===== src/inc/mct_pkg.sv =====
// Purpose: constants shared by the multi channel timer
// Assumes: APB with 32-bit data, byte addresses
// Notes: register map, field positions and reset values
`default_nettype none
package mct_pkg;
    localparam int MAX_CH = 4;
    localparam int N_PAIR = 3;
    localparam int DT_W = 8;
    localparam int PSC_W = 16;
    localparam int STS_W = 7;
    // register byte offsets
    localparam logic [7:0] OFS_CTRL = 8'h00;
    localparam logic [7:0] OFS_PSC = 8'h04;
    localparam logic [7:0] OFS_ARR = 8'h08;
    localparam logic [7:0] OFS_CNT = 8'h0c;
    localparam logic [7:0] OFS_STS = 8'h10;
    localparam logic [7:0] OFS_IMASK = 8'h14;
    localparam logic [7:0] OFS_CHCFG = 8'h18;
    localparam logic [7:0] OFS_DTR = 8'h1c;
    localparam logic [7:0] OFS_CCR0 = 8'h20;
    localparam logic [7:0] OFS_CCR3 = 8'h2c;
    localparam logic [7:0] OFS_EGR = 8'h30;
    // control fields
    localparam int CTL_W = 9;
    localparam int CTL_EN = 0;
    localparam int CTL_DIR = 1;
    localparam int CTL_OPM = 3;
    localparam int CTL_DBG = 4;
    localparam int CTL_MOE = 5;
    localparam int CTL_LINK = 6;
    localparam int CTL_ENC = 7;
    localparam int CTL_HALL = 8;
    localparam logic [1:0] DIR_UP = 2'h0;
    localparam logic [1:0] DIR_DOWN = 2'h1;
    localparam logic [1:0] DIR_CENTER = 2'h2;
    // channel config: 4 bits per channel
    localparam int CHF_W = 4;
    localparam int CHF_POL = 2;
    localparam int CHF_OE = 3;
    localparam logic [1:0] CHM_CAPTURE = 2'h0;
    localparam logic [1:0] CHM_TOGGLE = 2'h1;
    localparam logic [1:0] CHM_PWM = 2'h2;
    localparam logic [1:0] CHM_PWM_INV = 2'h3;
    // status bits
    localparam int STS_UPD = 0;
    localparam int STS_CC0 = 1;
    localparam int STS_TRIG = 5;
    localparam int STS_HALL = 6;
    localparam int EGR_UG = 0;
    // reset values
    localparam logic [CTL_W-1:0] CTRL_RST = 9'h000;
    localparam logic [PSC_W-1:0] PSC_RST = 16'h0000;
    localparam logic [31:0] ARR_RST = 32'hffffffff;
endpackage
`default_nettype wire


===== src/inc/mct_dt_if.sv =====
// Purpose: carries one complementary pair between timer core and dead-time stage
// Assumes: single clock domain
// Notes: src side is the timer core, gen side the dead-time stage
`default_nettype none
interface mct_dt_if;
    import mct_pkg::*;
    logic ref_lvl;
    logic en;
    logic [DT_W-1:0] dt;
    logic hi;
    logic lo;
    modport src (output ref_lvl, output en, output dt, input hi, input lo);
    modport gen (input ref_lvl, input en, input dt, output hi, output lo);
endinterface
`default_nettype wire


===== src/design/mct_timer.sv =====
// Purpose: configurable timer/counter with APB registers
// Assumes: all inputs synchronous to pclk
// Notes: parameters select the wide, narrow, reduced, basic or advanced variant
//
// The register offsets and the APB slave port are this design's own decisions.
`default_nettype none
module mct_timer #(
    parameter int CNT_W = 32,
    parameter int N_CH = 4,
    parameter bit HAS_DIR = 1'b1,
    parameter bit HAS_CMPL = 1'b0,
    parameter bit HAS_ENC = 1'b1
) (
    // clock and reset
    input wire logic pclk,
    input wire logic presetn,
    // apb slave
    input wire logic psel,
    input wire logic penable,
    input wire logic pwrite,
    input wire logic [7:0] paddr,
    input wire logic [31:0] pwdata,
    output logic [31:0] prdata,
    output logic pready,
    output logic pslverr,
    // channels
    input wire logic [mct_pkg::MAX_CH-1:0] ch_in,
    output logic [mct_pkg::MAX_CH-1:0] ch_out,
    output logic [mct_pkg::N_PAIR-1:0] ch_out_n,
    // encoder and hall sensors
    input wire logic enc_a,
    input wire logic enc_b,
    input wire logic [2:0] hall_in,
    // inter-timer link and debug
    input wire logic trig_in,
    output logic trig_out,
    input wire logic dbg_halt,
    // interrupt
    output logic irq
);
    import mct_pkg::*;

    typedef struct packed {
        logic [CTL_W-1:0] ctrl;
        logic [PSC_W-1:0] psc;
        logic [PSC_W-1:0] psc_cnt;
        logic [CNT_W-1:0] arr;
        logic [CNT_W-1:0] cnt;
        logic down;
        logic [STS_W-1:0] sts;
        logic [STS_W-1:0] imask;
        logic [MAX_CH*CHF_W-1:0] chcfg;
        logic [DT_W-1:0] dtr;
        logic [MAX_CH-1:0][CNT_W-1:0] ccr;
        logic [MAX_CH-1:0] ref_lvl;
        logic [MAX_CH-1:0] in_prev;
        logic [1:0] enc_prev;
        logic [2:0] hall_prev;
        logic [31:0] prdata;
        logic trig;
    } mct_st_t;

    mct_st_t s_r;
    mct_st_t s_nxt;

    function automatic logic [CNT_W-1:0] fit(input logic [31:0] v);
        return v[CNT_W-1:0];
    endfunction

    function automatic logic [31:0] wide(input logic [CNT_W-1:0] v);
        return 32'(v);
    endfunction

    function automatic logic mapped(input logic [7:0] a);
        return (a[1:0] == 2'h0) && (a <= OFS_EGR);
    endfunction

    logic frozen;
    logic run;
    logic tick;
    logic going_up;
    logic upd;
    logic enc_step;
    logic enc_up;
    logic wr;
    logic rd_setup;
    logic [1:0] dir_mode;
    logic [1:0] chm;
    logic edge_seen;
    logic match;
    logic [STS_W-1:0] evt;
    logic [STS_W-1:0] w1c;
    logic [MAX_CH-1:0] ch_oe;
    logic out_block;
    logic [N_PAIR-1:0] pair_hi;
    logic [N_PAIR-1:0] pair_lo;

    assign wr = psel & penable & pwrite;
    assign rd_setup = psel & ~penable & ~pwrite;
    assign frozen = dbg_halt & s_r.ctrl[CTL_DBG];
    assign run = s_r.ctrl[CTL_EN] & ~frozen;
    // variants without HAS_DIR may only count up outside encoder mode
    assign dir_mode = HAS_DIR ? s_r.ctrl[CTL_DIR +: 2] : DIR_UP;
    // x4 quadrature decode: any edge of either phase is one count
    assign enc_step = HAS_ENC & s_r.ctrl[CTL_ENC] &
        ((enc_a ^ s_r.enc_prev[0]) | (enc_b ^ s_r.enc_prev[1]));
    assign enc_up = enc_a ^ s_r.enc_prev[1];

    always_comb begin
        s_nxt = s_r;
        tick = 1'b0;
        going_up = 1'b1;
        upd = 1'b0;
        evt = '0;
        w1c = '0;
        chm = CHM_CAPTURE;
        edge_seen = 1'b0;
        match = 1'b0;

        // prescaler: divide by psc + 1; a lowered psc must not stall the divider
        if (run && !s_r.ctrl[CTL_ENC]) begin
            if (s_r.psc_cnt >= s_r.psc) begin
                s_nxt.psc_cnt = '0;
                tick = 1'b1;
            end else begin
                s_nxt.psc_cnt = s_r.psc_cnt + 1'b1;
            end
        end else if (run) begin
            tick = enc_step;
        end

        if (s_r.ctrl[CTL_ENC]) begin
            going_up = enc_up;
        end else if (dir_mode == DIR_DOWN) begin
            going_up = 1'b0;
        end else if (dir_mode == DIR_CENTER) begin
            going_up = ~s_r.down;
        end

        if (tick) begin
            if (going_up) begin
                if (s_r.cnt >= s_r.arr) begin
                    upd = 1'b1;
                    if (dir_mode == DIR_CENTER && !s_r.ctrl[CTL_ENC]) begin
                        s_nxt.down = 1'b1;
                        s_nxt.cnt = s_r.arr - 1'b1;
                    end else begin
                        s_nxt.cnt = '0;
                    end
                end else begin
                    s_nxt.cnt = s_r.cnt + 1'b1;
                end
            end else begin
                if (s_r.cnt == '0) begin
                    upd = 1'b1;
                    if (dir_mode == DIR_CENTER && !s_r.ctrl[CTL_ENC]) begin
                        s_nxt.down = 1'b0;
                        s_nxt.cnt = fit(32'h1);
                    end else begin
                        s_nxt.cnt = s_r.arr;
                    end
                end else begin
                    s_nxt.cnt = s_r.cnt - 1'b1;
                end
            end
        end

        // one-pulse: stop at the end of the period
        if (upd && s_r.ctrl[CTL_OPM]) begin
            s_nxt.ctrl[CTL_EN] = 1'b0;
        end
        evt[STS_UPD] = upd;

        // a link pulse starts the counter from zero
        if (trig_in && s_r.ctrl[CTL_LINK]) begin
            s_nxt.ctrl[CTL_EN] = 1'b1;
            s_nxt.cnt = '0;
            s_nxt.psc_cnt = '0;
            s_nxt.down = 1'b0;
            evt[STS_TRIG] = 1'b1;
        end

        // channels from index N_CH upward do not exist in this variant
        for (int i = 0; i < MAX_CH; i++) begin
            if (i < N_CH) begin
                chm = s_r.chcfg[i*CHF_W +: 2];
                edge_seen = s_r.chcfg[i*CHF_W+CHF_POL] ?
                    (s_r.in_prev[i] & ~ch_in[i]) : (~s_r.in_prev[i] & ch_in[i]);
                match = tick && (s_r.cnt == s_r.ccr[i]);
                case (chm)
                    CHM_CAPTURE: begin
                        if (edge_seen) begin
                            s_nxt.ccr[i] = s_r.cnt;
                            evt[STS_CC0+i] = 1'b1;
                        end
                    end
                    CHM_TOGGLE: begin
                        if (match) begin
                            s_nxt.ref_lvl[i] = ~s_r.ref_lvl[i];
                            evt[STS_CC0+i] = 1'b1;
                        end
                    end
                    // ccr 0 gives always off, ccr above arr always on
                    CHM_PWM: begin
                        s_nxt.ref_lvl[i] = s_r.cnt < s_r.ccr[i];
                        evt[STS_CC0+i] = match;
                    end
                    CHM_PWM_INV: begin
                        s_nxt.ref_lvl[i] = ~(s_r.cnt < s_r.ccr[i]);
                        evt[STS_CC0+i] = match;
                    end
                    default: begin
                        s_nxt.ref_lvl[i] = 1'b0;
                    end
                endcase
                s_nxt.in_prev[i] = ch_in[i];
            end else begin
                s_nxt.ref_lvl[i] = 1'b0;
                s_nxt.in_prev[i] = 1'b0;
            end
        end

        // hall change latches the counter into channel 0
        if (HAS_ENC && s_r.ctrl[CTL_HALL] && hall_in != s_r.hall_prev) begin
            s_nxt.ccr[0] = s_r.cnt;
            evt[STS_HALL] = 1'b1;
        end
        s_nxt.hall_prev = hall_in;
        s_nxt.enc_prev = {enc_b, enc_a};
        s_nxt.trig = upd;

        // register writes win over counting
        if (wr) begin
            case (paddr)
                OFS_CTRL: s_nxt.ctrl = pwdata[CTL_W-1:0];
                OFS_PSC: s_nxt.psc = pwdata[PSC_W-1:0];
                OFS_ARR: s_nxt.arr = fit(pwdata);
                OFS_CNT: s_nxt.cnt = fit(pwdata);
                OFS_STS: w1c = pwdata[STS_W-1:0];
                OFS_IMASK: s_nxt.imask = pwdata[STS_W-1:0];
                OFS_CHCFG: s_nxt.chcfg = pwdata[MAX_CH*CHF_W-1:0];
                OFS_DTR: s_nxt.dtr = pwdata[DT_W-1:0];
                OFS_EGR: begin
                    if (pwdata[EGR_UG]) begin
                        s_nxt.cnt = '0;
                        s_nxt.psc_cnt = '0;
                        s_nxt.down = 1'b0;
                    end
                end
                default: begin
                    if (paddr >= OFS_CCR0 && paddr <= OFS_CCR3) begin
                        s_nxt.ccr[paddr[3:2]] = fit(pwdata);
                    end
                end
            endcase
        end
        // a new event in the clearing cycle stays set
        s_nxt.sts = (s_r.sts & ~w1c) | evt;

        // read data is loaded in the setup cycle
        if (rd_setup) begin
            case (paddr)
                OFS_CTRL: s_nxt.prdata = 32'(s_r.ctrl);
                OFS_PSC: s_nxt.prdata = 32'(s_r.psc);
                OFS_ARR: s_nxt.prdata = wide(s_r.arr);
                OFS_CNT: s_nxt.prdata = wide(s_r.cnt);
                OFS_STS: s_nxt.prdata = 32'(s_r.sts);
                OFS_IMASK: s_nxt.prdata = 32'(s_r.imask);
                OFS_CHCFG: s_nxt.prdata = 32'(s_r.chcfg);
                OFS_DTR: s_nxt.prdata = 32'(s_r.dtr);
                default: begin
                    if (paddr >= OFS_CCR0 && paddr <= OFS_CCR3) begin
                        s_nxt.prdata = wide(s_r.ccr[paddr[3:2]]);
                    end else begin
                        s_nxt.prdata = 32'h00000000;
                    end
                end
            endcase
        end
    end

    always_ff @(posedge pclk or negedge presetn) begin
        if (!presetn) begin
            s_r <= '0;
            s_r.ctrl <= CTRL_RST;
            s_r.psc <= PSC_RST;
            s_r.arr <= ARR_RST[CNT_W-1:0];
        end else begin
            s_r <= s_nxt;
        end
    end

    // output stage
    assign out_block = HAS_CMPL & (frozen | ~s_r.ctrl[CTL_MOE]);

    generate
        for (genvar c = 0; c < MAX_CH; c++) begin : g_oe
            if (c < N_CH) begin : g_on
                assign ch_oe[c] = s_r.chcfg[c*CHF_W+CHF_OE];
            end else begin : g_off
                assign ch_oe[c] = 1'b0;
            end
        end
        for (genvar p = 0; p < N_PAIR; p++) begin : g_pair
            mct_dt_if dti ();
            assign dti.ref_lvl = s_r.ref_lvl[p];
            assign dti.en = ch_oe[p] & ~out_block;
            assign dti.dt = s_r.dtr;
            mct_deadtime u_dt (
                .pclk(pclk),
                .presetn(presetn),
                .p(dti.gen)
            );
            assign pair_hi[p] = dti.hi;
            assign pair_lo[p] = dti.lo;
        end
    endgenerate

    always_comb begin
        ch_out = s_r.ref_lvl & ch_oe;
        ch_out_n = '0;
        if (HAS_CMPL) begin
            ch_out[N_PAIR-1:0] = pair_hi;
            ch_out_n = pair_lo;
            ch_out[MAX_CH-1] = s_r.ref_lvl[MAX_CH-1] & ch_oe[MAX_CH-1] & ~out_block;
        end
    end

    assign trig_out = s_r.trig;
    assign irq = |(s_r.sts & s_r.imask);
    assign prdata = s_r.prdata;
    assign pready = 1'b1;
    assign pslverr = psel & penable & ~mapped(paddr);
endmodule
`default_nettype wire


===== src/design/mct_deadtime.sv =====
// Purpose: dead-time insertion for one complementary output pair
// Assumes: dt counts pclk cycles
// Notes: a reference edge during a gap restarts the gap
`default_nettype none
module mct_deadtime (
    // clock and reset
    input wire logic pclk,
    input wire logic presetn,
    // pair
    mct_dt_if.gen p
);
    import mct_pkg::*;

    typedef struct packed {
        logic ref_q;
        logic [DT_W-1:0] cnt;
        logic hi;
        logic lo;
    } mct_dt_st_t;

    mct_dt_st_t s_r;
    mct_dt_st_t s_nxt;

    always_comb begin
        s_nxt = s_r;
        if (!p.en) begin
            s_nxt.ref_q = p.ref_lvl;
            s_nxt.cnt = '0;
            s_nxt.hi = 1'b0;
            s_nxt.lo = 1'b0;
        end else if (p.ref_lvl != s_r.ref_q) begin
            // both sides off for the gap
            s_nxt.ref_q = p.ref_lvl;
            s_nxt.cnt = p.dt;
            s_nxt.hi = (p.dt == '0) & p.ref_lvl;
            s_nxt.lo = (p.dt == '0) & ~p.ref_lvl;
        end else if (s_r.cnt != '0) begin
            s_nxt.cnt = s_r.cnt - 1'b1;
            s_nxt.hi = (s_r.cnt == 1) & s_r.ref_q;
            s_nxt.lo = (s_r.cnt == 1) & ~s_r.ref_q;
        end else begin
            s_nxt.hi = s_r.ref_q;
            s_nxt.lo = ~s_r.ref_q;
        end
    end

    always_ff @(posedge pclk or negedge presetn) begin
        if (!presetn) begin
            s_r <= '0;
        end else begin
            s_r <= s_nxt;
        end
    end

    assign p.hi = s_r.hi;
    assign p.lo = s_r.lo;
endmodule
`default_nettype wire


===== config.mk =====
export PLATFORM = sky130hd
export DESIGN_NAME = mct_timer
export DESIGN_NICKNAME = d
export VERILOG_FILES = /design/src/inc/mct_pkg.sv /design/src/inc/mct_dt_if.sv /design/src/design/mct_timer.sv /design/src/design/mct_deadtime.sv
export SDC_FILE = /design/constraint.sdc
export NUM_CORES = 1
export LEC_CHECK = 0
export BUFFER_PORTS_ARGS = -buffer_cell sky130_fd_sc_hd__buf_2
export CORE_ASPECT_RATIO = 0.7
export CORE_MARGIN = 4
export CORE_UTILIZATION = 50
export CTS_BUF_LIST = sky130_fd_sc_hd__clkbuf_8
export DETAILED_ROUTE_END_ITERATION = 10
export GPL_TIMING_DRIVEN = 1
export PLACE_DENSITY_LB_ADDON = 0.05
export SETUP_SLACK_MARGIN = 0.15
export SLEW_MARGIN = 20
export SYNTH_ARGS = -nofsm -noshare
export SYNTH_HDL_FRONTEND = slang
export SYNTH_SLANG_ARGS = --single-unit

===== constraint.sdc =====
create_clock -name pclk -period 3.6 [get_ports pclk]
set_clock_uncertainty 0.15 [all_clocks]
set_input_delay 0.54 -clock pclk [delete_from_list [all_inputs] [get_ports pclk]]
set_output_delay 0.54 -clock pclk [all_outputs]
set_load 0.02 [all_outputs]

==> results.json <==
{
  "hold_class": "in -> reg",
  "synth-edff-count": 0,
  "synth.distinct_cells": 69,
  "setup_tns_ps": 0,
  "clock_latency_ps": 660,
  "core_area_um2": 44300,
  "worstRegToRegCells": 12,
  "stdcell_count": 3262,
  "syn_to_final_growth_pct": 12.7,
  "power.density_nw_per_um2": 637,
  "slew_headroom_pct": 21.8,
  "num_rows": 64,
  "worstMarginPinSlew_ps": 1170,
  "maxCapViolations": 0,
  "grt_overflow": 0,
  "grt.total_usage_pct": 33.3,
  "drtIter0Drc": 2413,
  "hpwl_mm": 58.5,
  "grt_pass1_wl_mm": 125,
  "mostFrequentLayoutCell": "dfrtp_1",
  "finalHoldViolations": 0,
  "ir_drop_uv": 555,
  "die-area_um2": 48900,
  "arrival_ps": 3820,
  "multi_input_area_um2": 13200,
  "vias": 20400,
  "port_buffers": 94,
  "power_mw": 16.3,
  "io_pins": 99,
  "vias_per_cell": 6.24,
  "synth.cell_area_um2": 22700,
  "holdWs_ps": 57.8,
  "wire_per_inst_um": 25.4,
  "critical_path_peak_fanout": 9,
  "postSynthCellCount": 2528,
  "crit_required_ps": 3990,
  "p_leak_nw": 11.8,
  "numCtsBuffers": 53,
  "grt_pass1_vias": 19700,
  "nNetsFinal": 2859,
  "clock_sinks": 318,
  "final_antenna_net_count": 0,
  "status": "finished clean",
  "postSynthAreaPerCell_um2": 8.97,
  "dp_cells": 3145,
  "regArea_um2": 8000,
  "seq_area_frac_synth_pct": 35.3,
  "yosys_warnings": 0,
  "cts_buffer_depth": 3,
  "setup_viol": 0,
  "period_needed_ps": 3440,
  "criticalPathCategory": "reg -> reg",
  "cts.clk_slew.worst_paths_ps": 70,
  "drive_gt1_share_pct": 18.7,
  "fmax_mhz": 291,
  "synth_ff_type": "dfrtp_1",
  "drc": 0,
  "htreeDepth": 2,
  "stdcell_area_um2": 25600,
  "layout_common_cells": "dfrtp_1, nand2_1, inv_1, nor2_1, o21ai_0",
  "slew_violations": 0,
  "grt_max_degree": 96,
  "insertedDiodeCount": 0,
  "antenna_found_initial": 0,
  "whs_path_depth": 3,
  "worst_setup_path_start_kind": "flip-flop",
  "cts_tree": "yes",
  "fillers": 3950,
  "grt_setup_unrepaired": "true",
  "gp_congestion": 0.936,
  "placed_cell_area_um2": 24200,
  "wirelength_mm": 83.0,
  "ys_seq_elements": 318,
  "cts-root-buf": "clkbuf_8",
  "fp.dieH_um": 186,
  "first_pass_iters": 6,
  "fin_crit_sh_pct": 95.5,
  "async_flop_share_pct": 100,
  "start_util_pct": 51.2,
  "cp-end-kind": "flip-flop",
  "die_w_um": 263
}
-- power by group --
part	switching (mW)	internal [mW]	leakage, nW
combinational	4.84	3.40	7.05
clock	1.67	1.81	0.660
sequential	0.527	4.04	4.07
total	7.03	9.24	11.8
-- path summary, 6_finish.rpt --
path | start | to | slack (ps)
worst max-delay path | s_r[264] | s_r[213] | 160
worst min-delay path | pwdata[31] | s_r[141] | 60
worst max register to register | s_r[264] | s_r[213] | 160
worst min register to register | g_pair[0].dti.dt[6] | g_pair[0].dti.dt[6] | 350
max in group asynchronous | presetn | g_pair[1].dti.ref_lvl | 1940
min in group asynchronous | presetn | prdata[12] | 390
-- cells in the mapped netlist (all sizes together) (8+ instances only) --
cell	n	area, um^2
a211oi	16	120
a21o	40	300
a21oi	168	841
a221oi	8	70.1
a222oi	24	240
a22oi	39	293
a31oi	41	257
and2	12	75.1
and3	15	93.8
buf	67	404
clkbuf	131	492
dfrtp	286	7160
dfstp	32	841
ha	180	2250
inv	186	698
mux2	74	833
mux2i	102	1020
mux4	45	1010
nand2	237	890
nand3	35	175
nand4	43	269
nor2	213	802
nor2b	12	75.1
nor3	44	230
nor3b	12	90.1
nor4	25	178
o211ai	12	90.1
o21a	13	97.6
o21ai	202	1010
o31ai	20	150
or2	12	75.1
or4	15	124
xnor2	64	561
xor2	26	228
-- critical path, stage by stage (launching register included) --
cell       delay, ps
dfstp_2          620
inv_1            110
ha_1             320
nand2_1           50
o21ai_0          530
a221oi_1         160
o21ai_0          210
a31oi_4          100
buf_12           170
buf_12           140
o21a_1           240
a2111oi_1        480
a21oi_1           80
-- sequential cells by signal, summed over array words and instances (netlist names) --
| name | count |
|---|---|
| dir_mode | 2 |
| g_pair.dti.ref_lvl | 3 |
| g_pair.dti.dt | 8 |
| trig_out | 1 |
| ch_oe | 4 |
| chm | 2 |
| s_r | 266 |
| prdata | 32 |
-- layout make-up --
type / count / share of cell area (%)
multi-input cells: 1828 / 51.8
flip-flops and latches: 318 / 31.3
repair buffers: 236 / 6.88
clock buffers: 66 / 3.55
well taps: 594 / 2.91
inverters: 186 / 2.73
clock inverters: 34 / 0.851
-- kinds of logic after synthesis --
family                     after synthesis  synth area share (%)
muxes                                  221                  12.6
adders and majority gates              180                  9.93
buffers and inverters                  384                  7.03
xor gates and xnor gates                90                  3.48
AOI/OAI and AO/OA                      624                  16.9
DFF                                    318                  35.3
other                                    2                0.0331
and+or+nand+nor                        709                  14.7
-- stage by stage --
step,util (%),setup slack (ps)
4_1_cts,57.5,170
3_3_place_gp,54.7,69.2
3_5_place_dp,54.7,98.5
5_1_grt,57.7,12.6
6_report,57.7,162
2_1_floorplan,-,288
-- per-layer routing --
metal | part of all wire, % | up-vias | global-route usage [%]
li1 | - | 9221 | -
met1 | 47 | 10000 | 50.7
met2 | 41 | 992 | 48.5
met3 | 10 | 123 | 7.82
met4 | 2.1 | 0 | 7.51
met5 | 0 | - | 0
-- timing repair --
action                                 in CTS  in global routing
endpoints found under the hold margin      89                  0
resized for setup                           2                  8
buffers inserted                            0                  5
setup endpoints to repair                  18                 26
gates cloned                                0                  1
pin swaps                                   1                 12
hold buffers                               11                  0
Note: power is estimated with default switching activity, not from simulation.
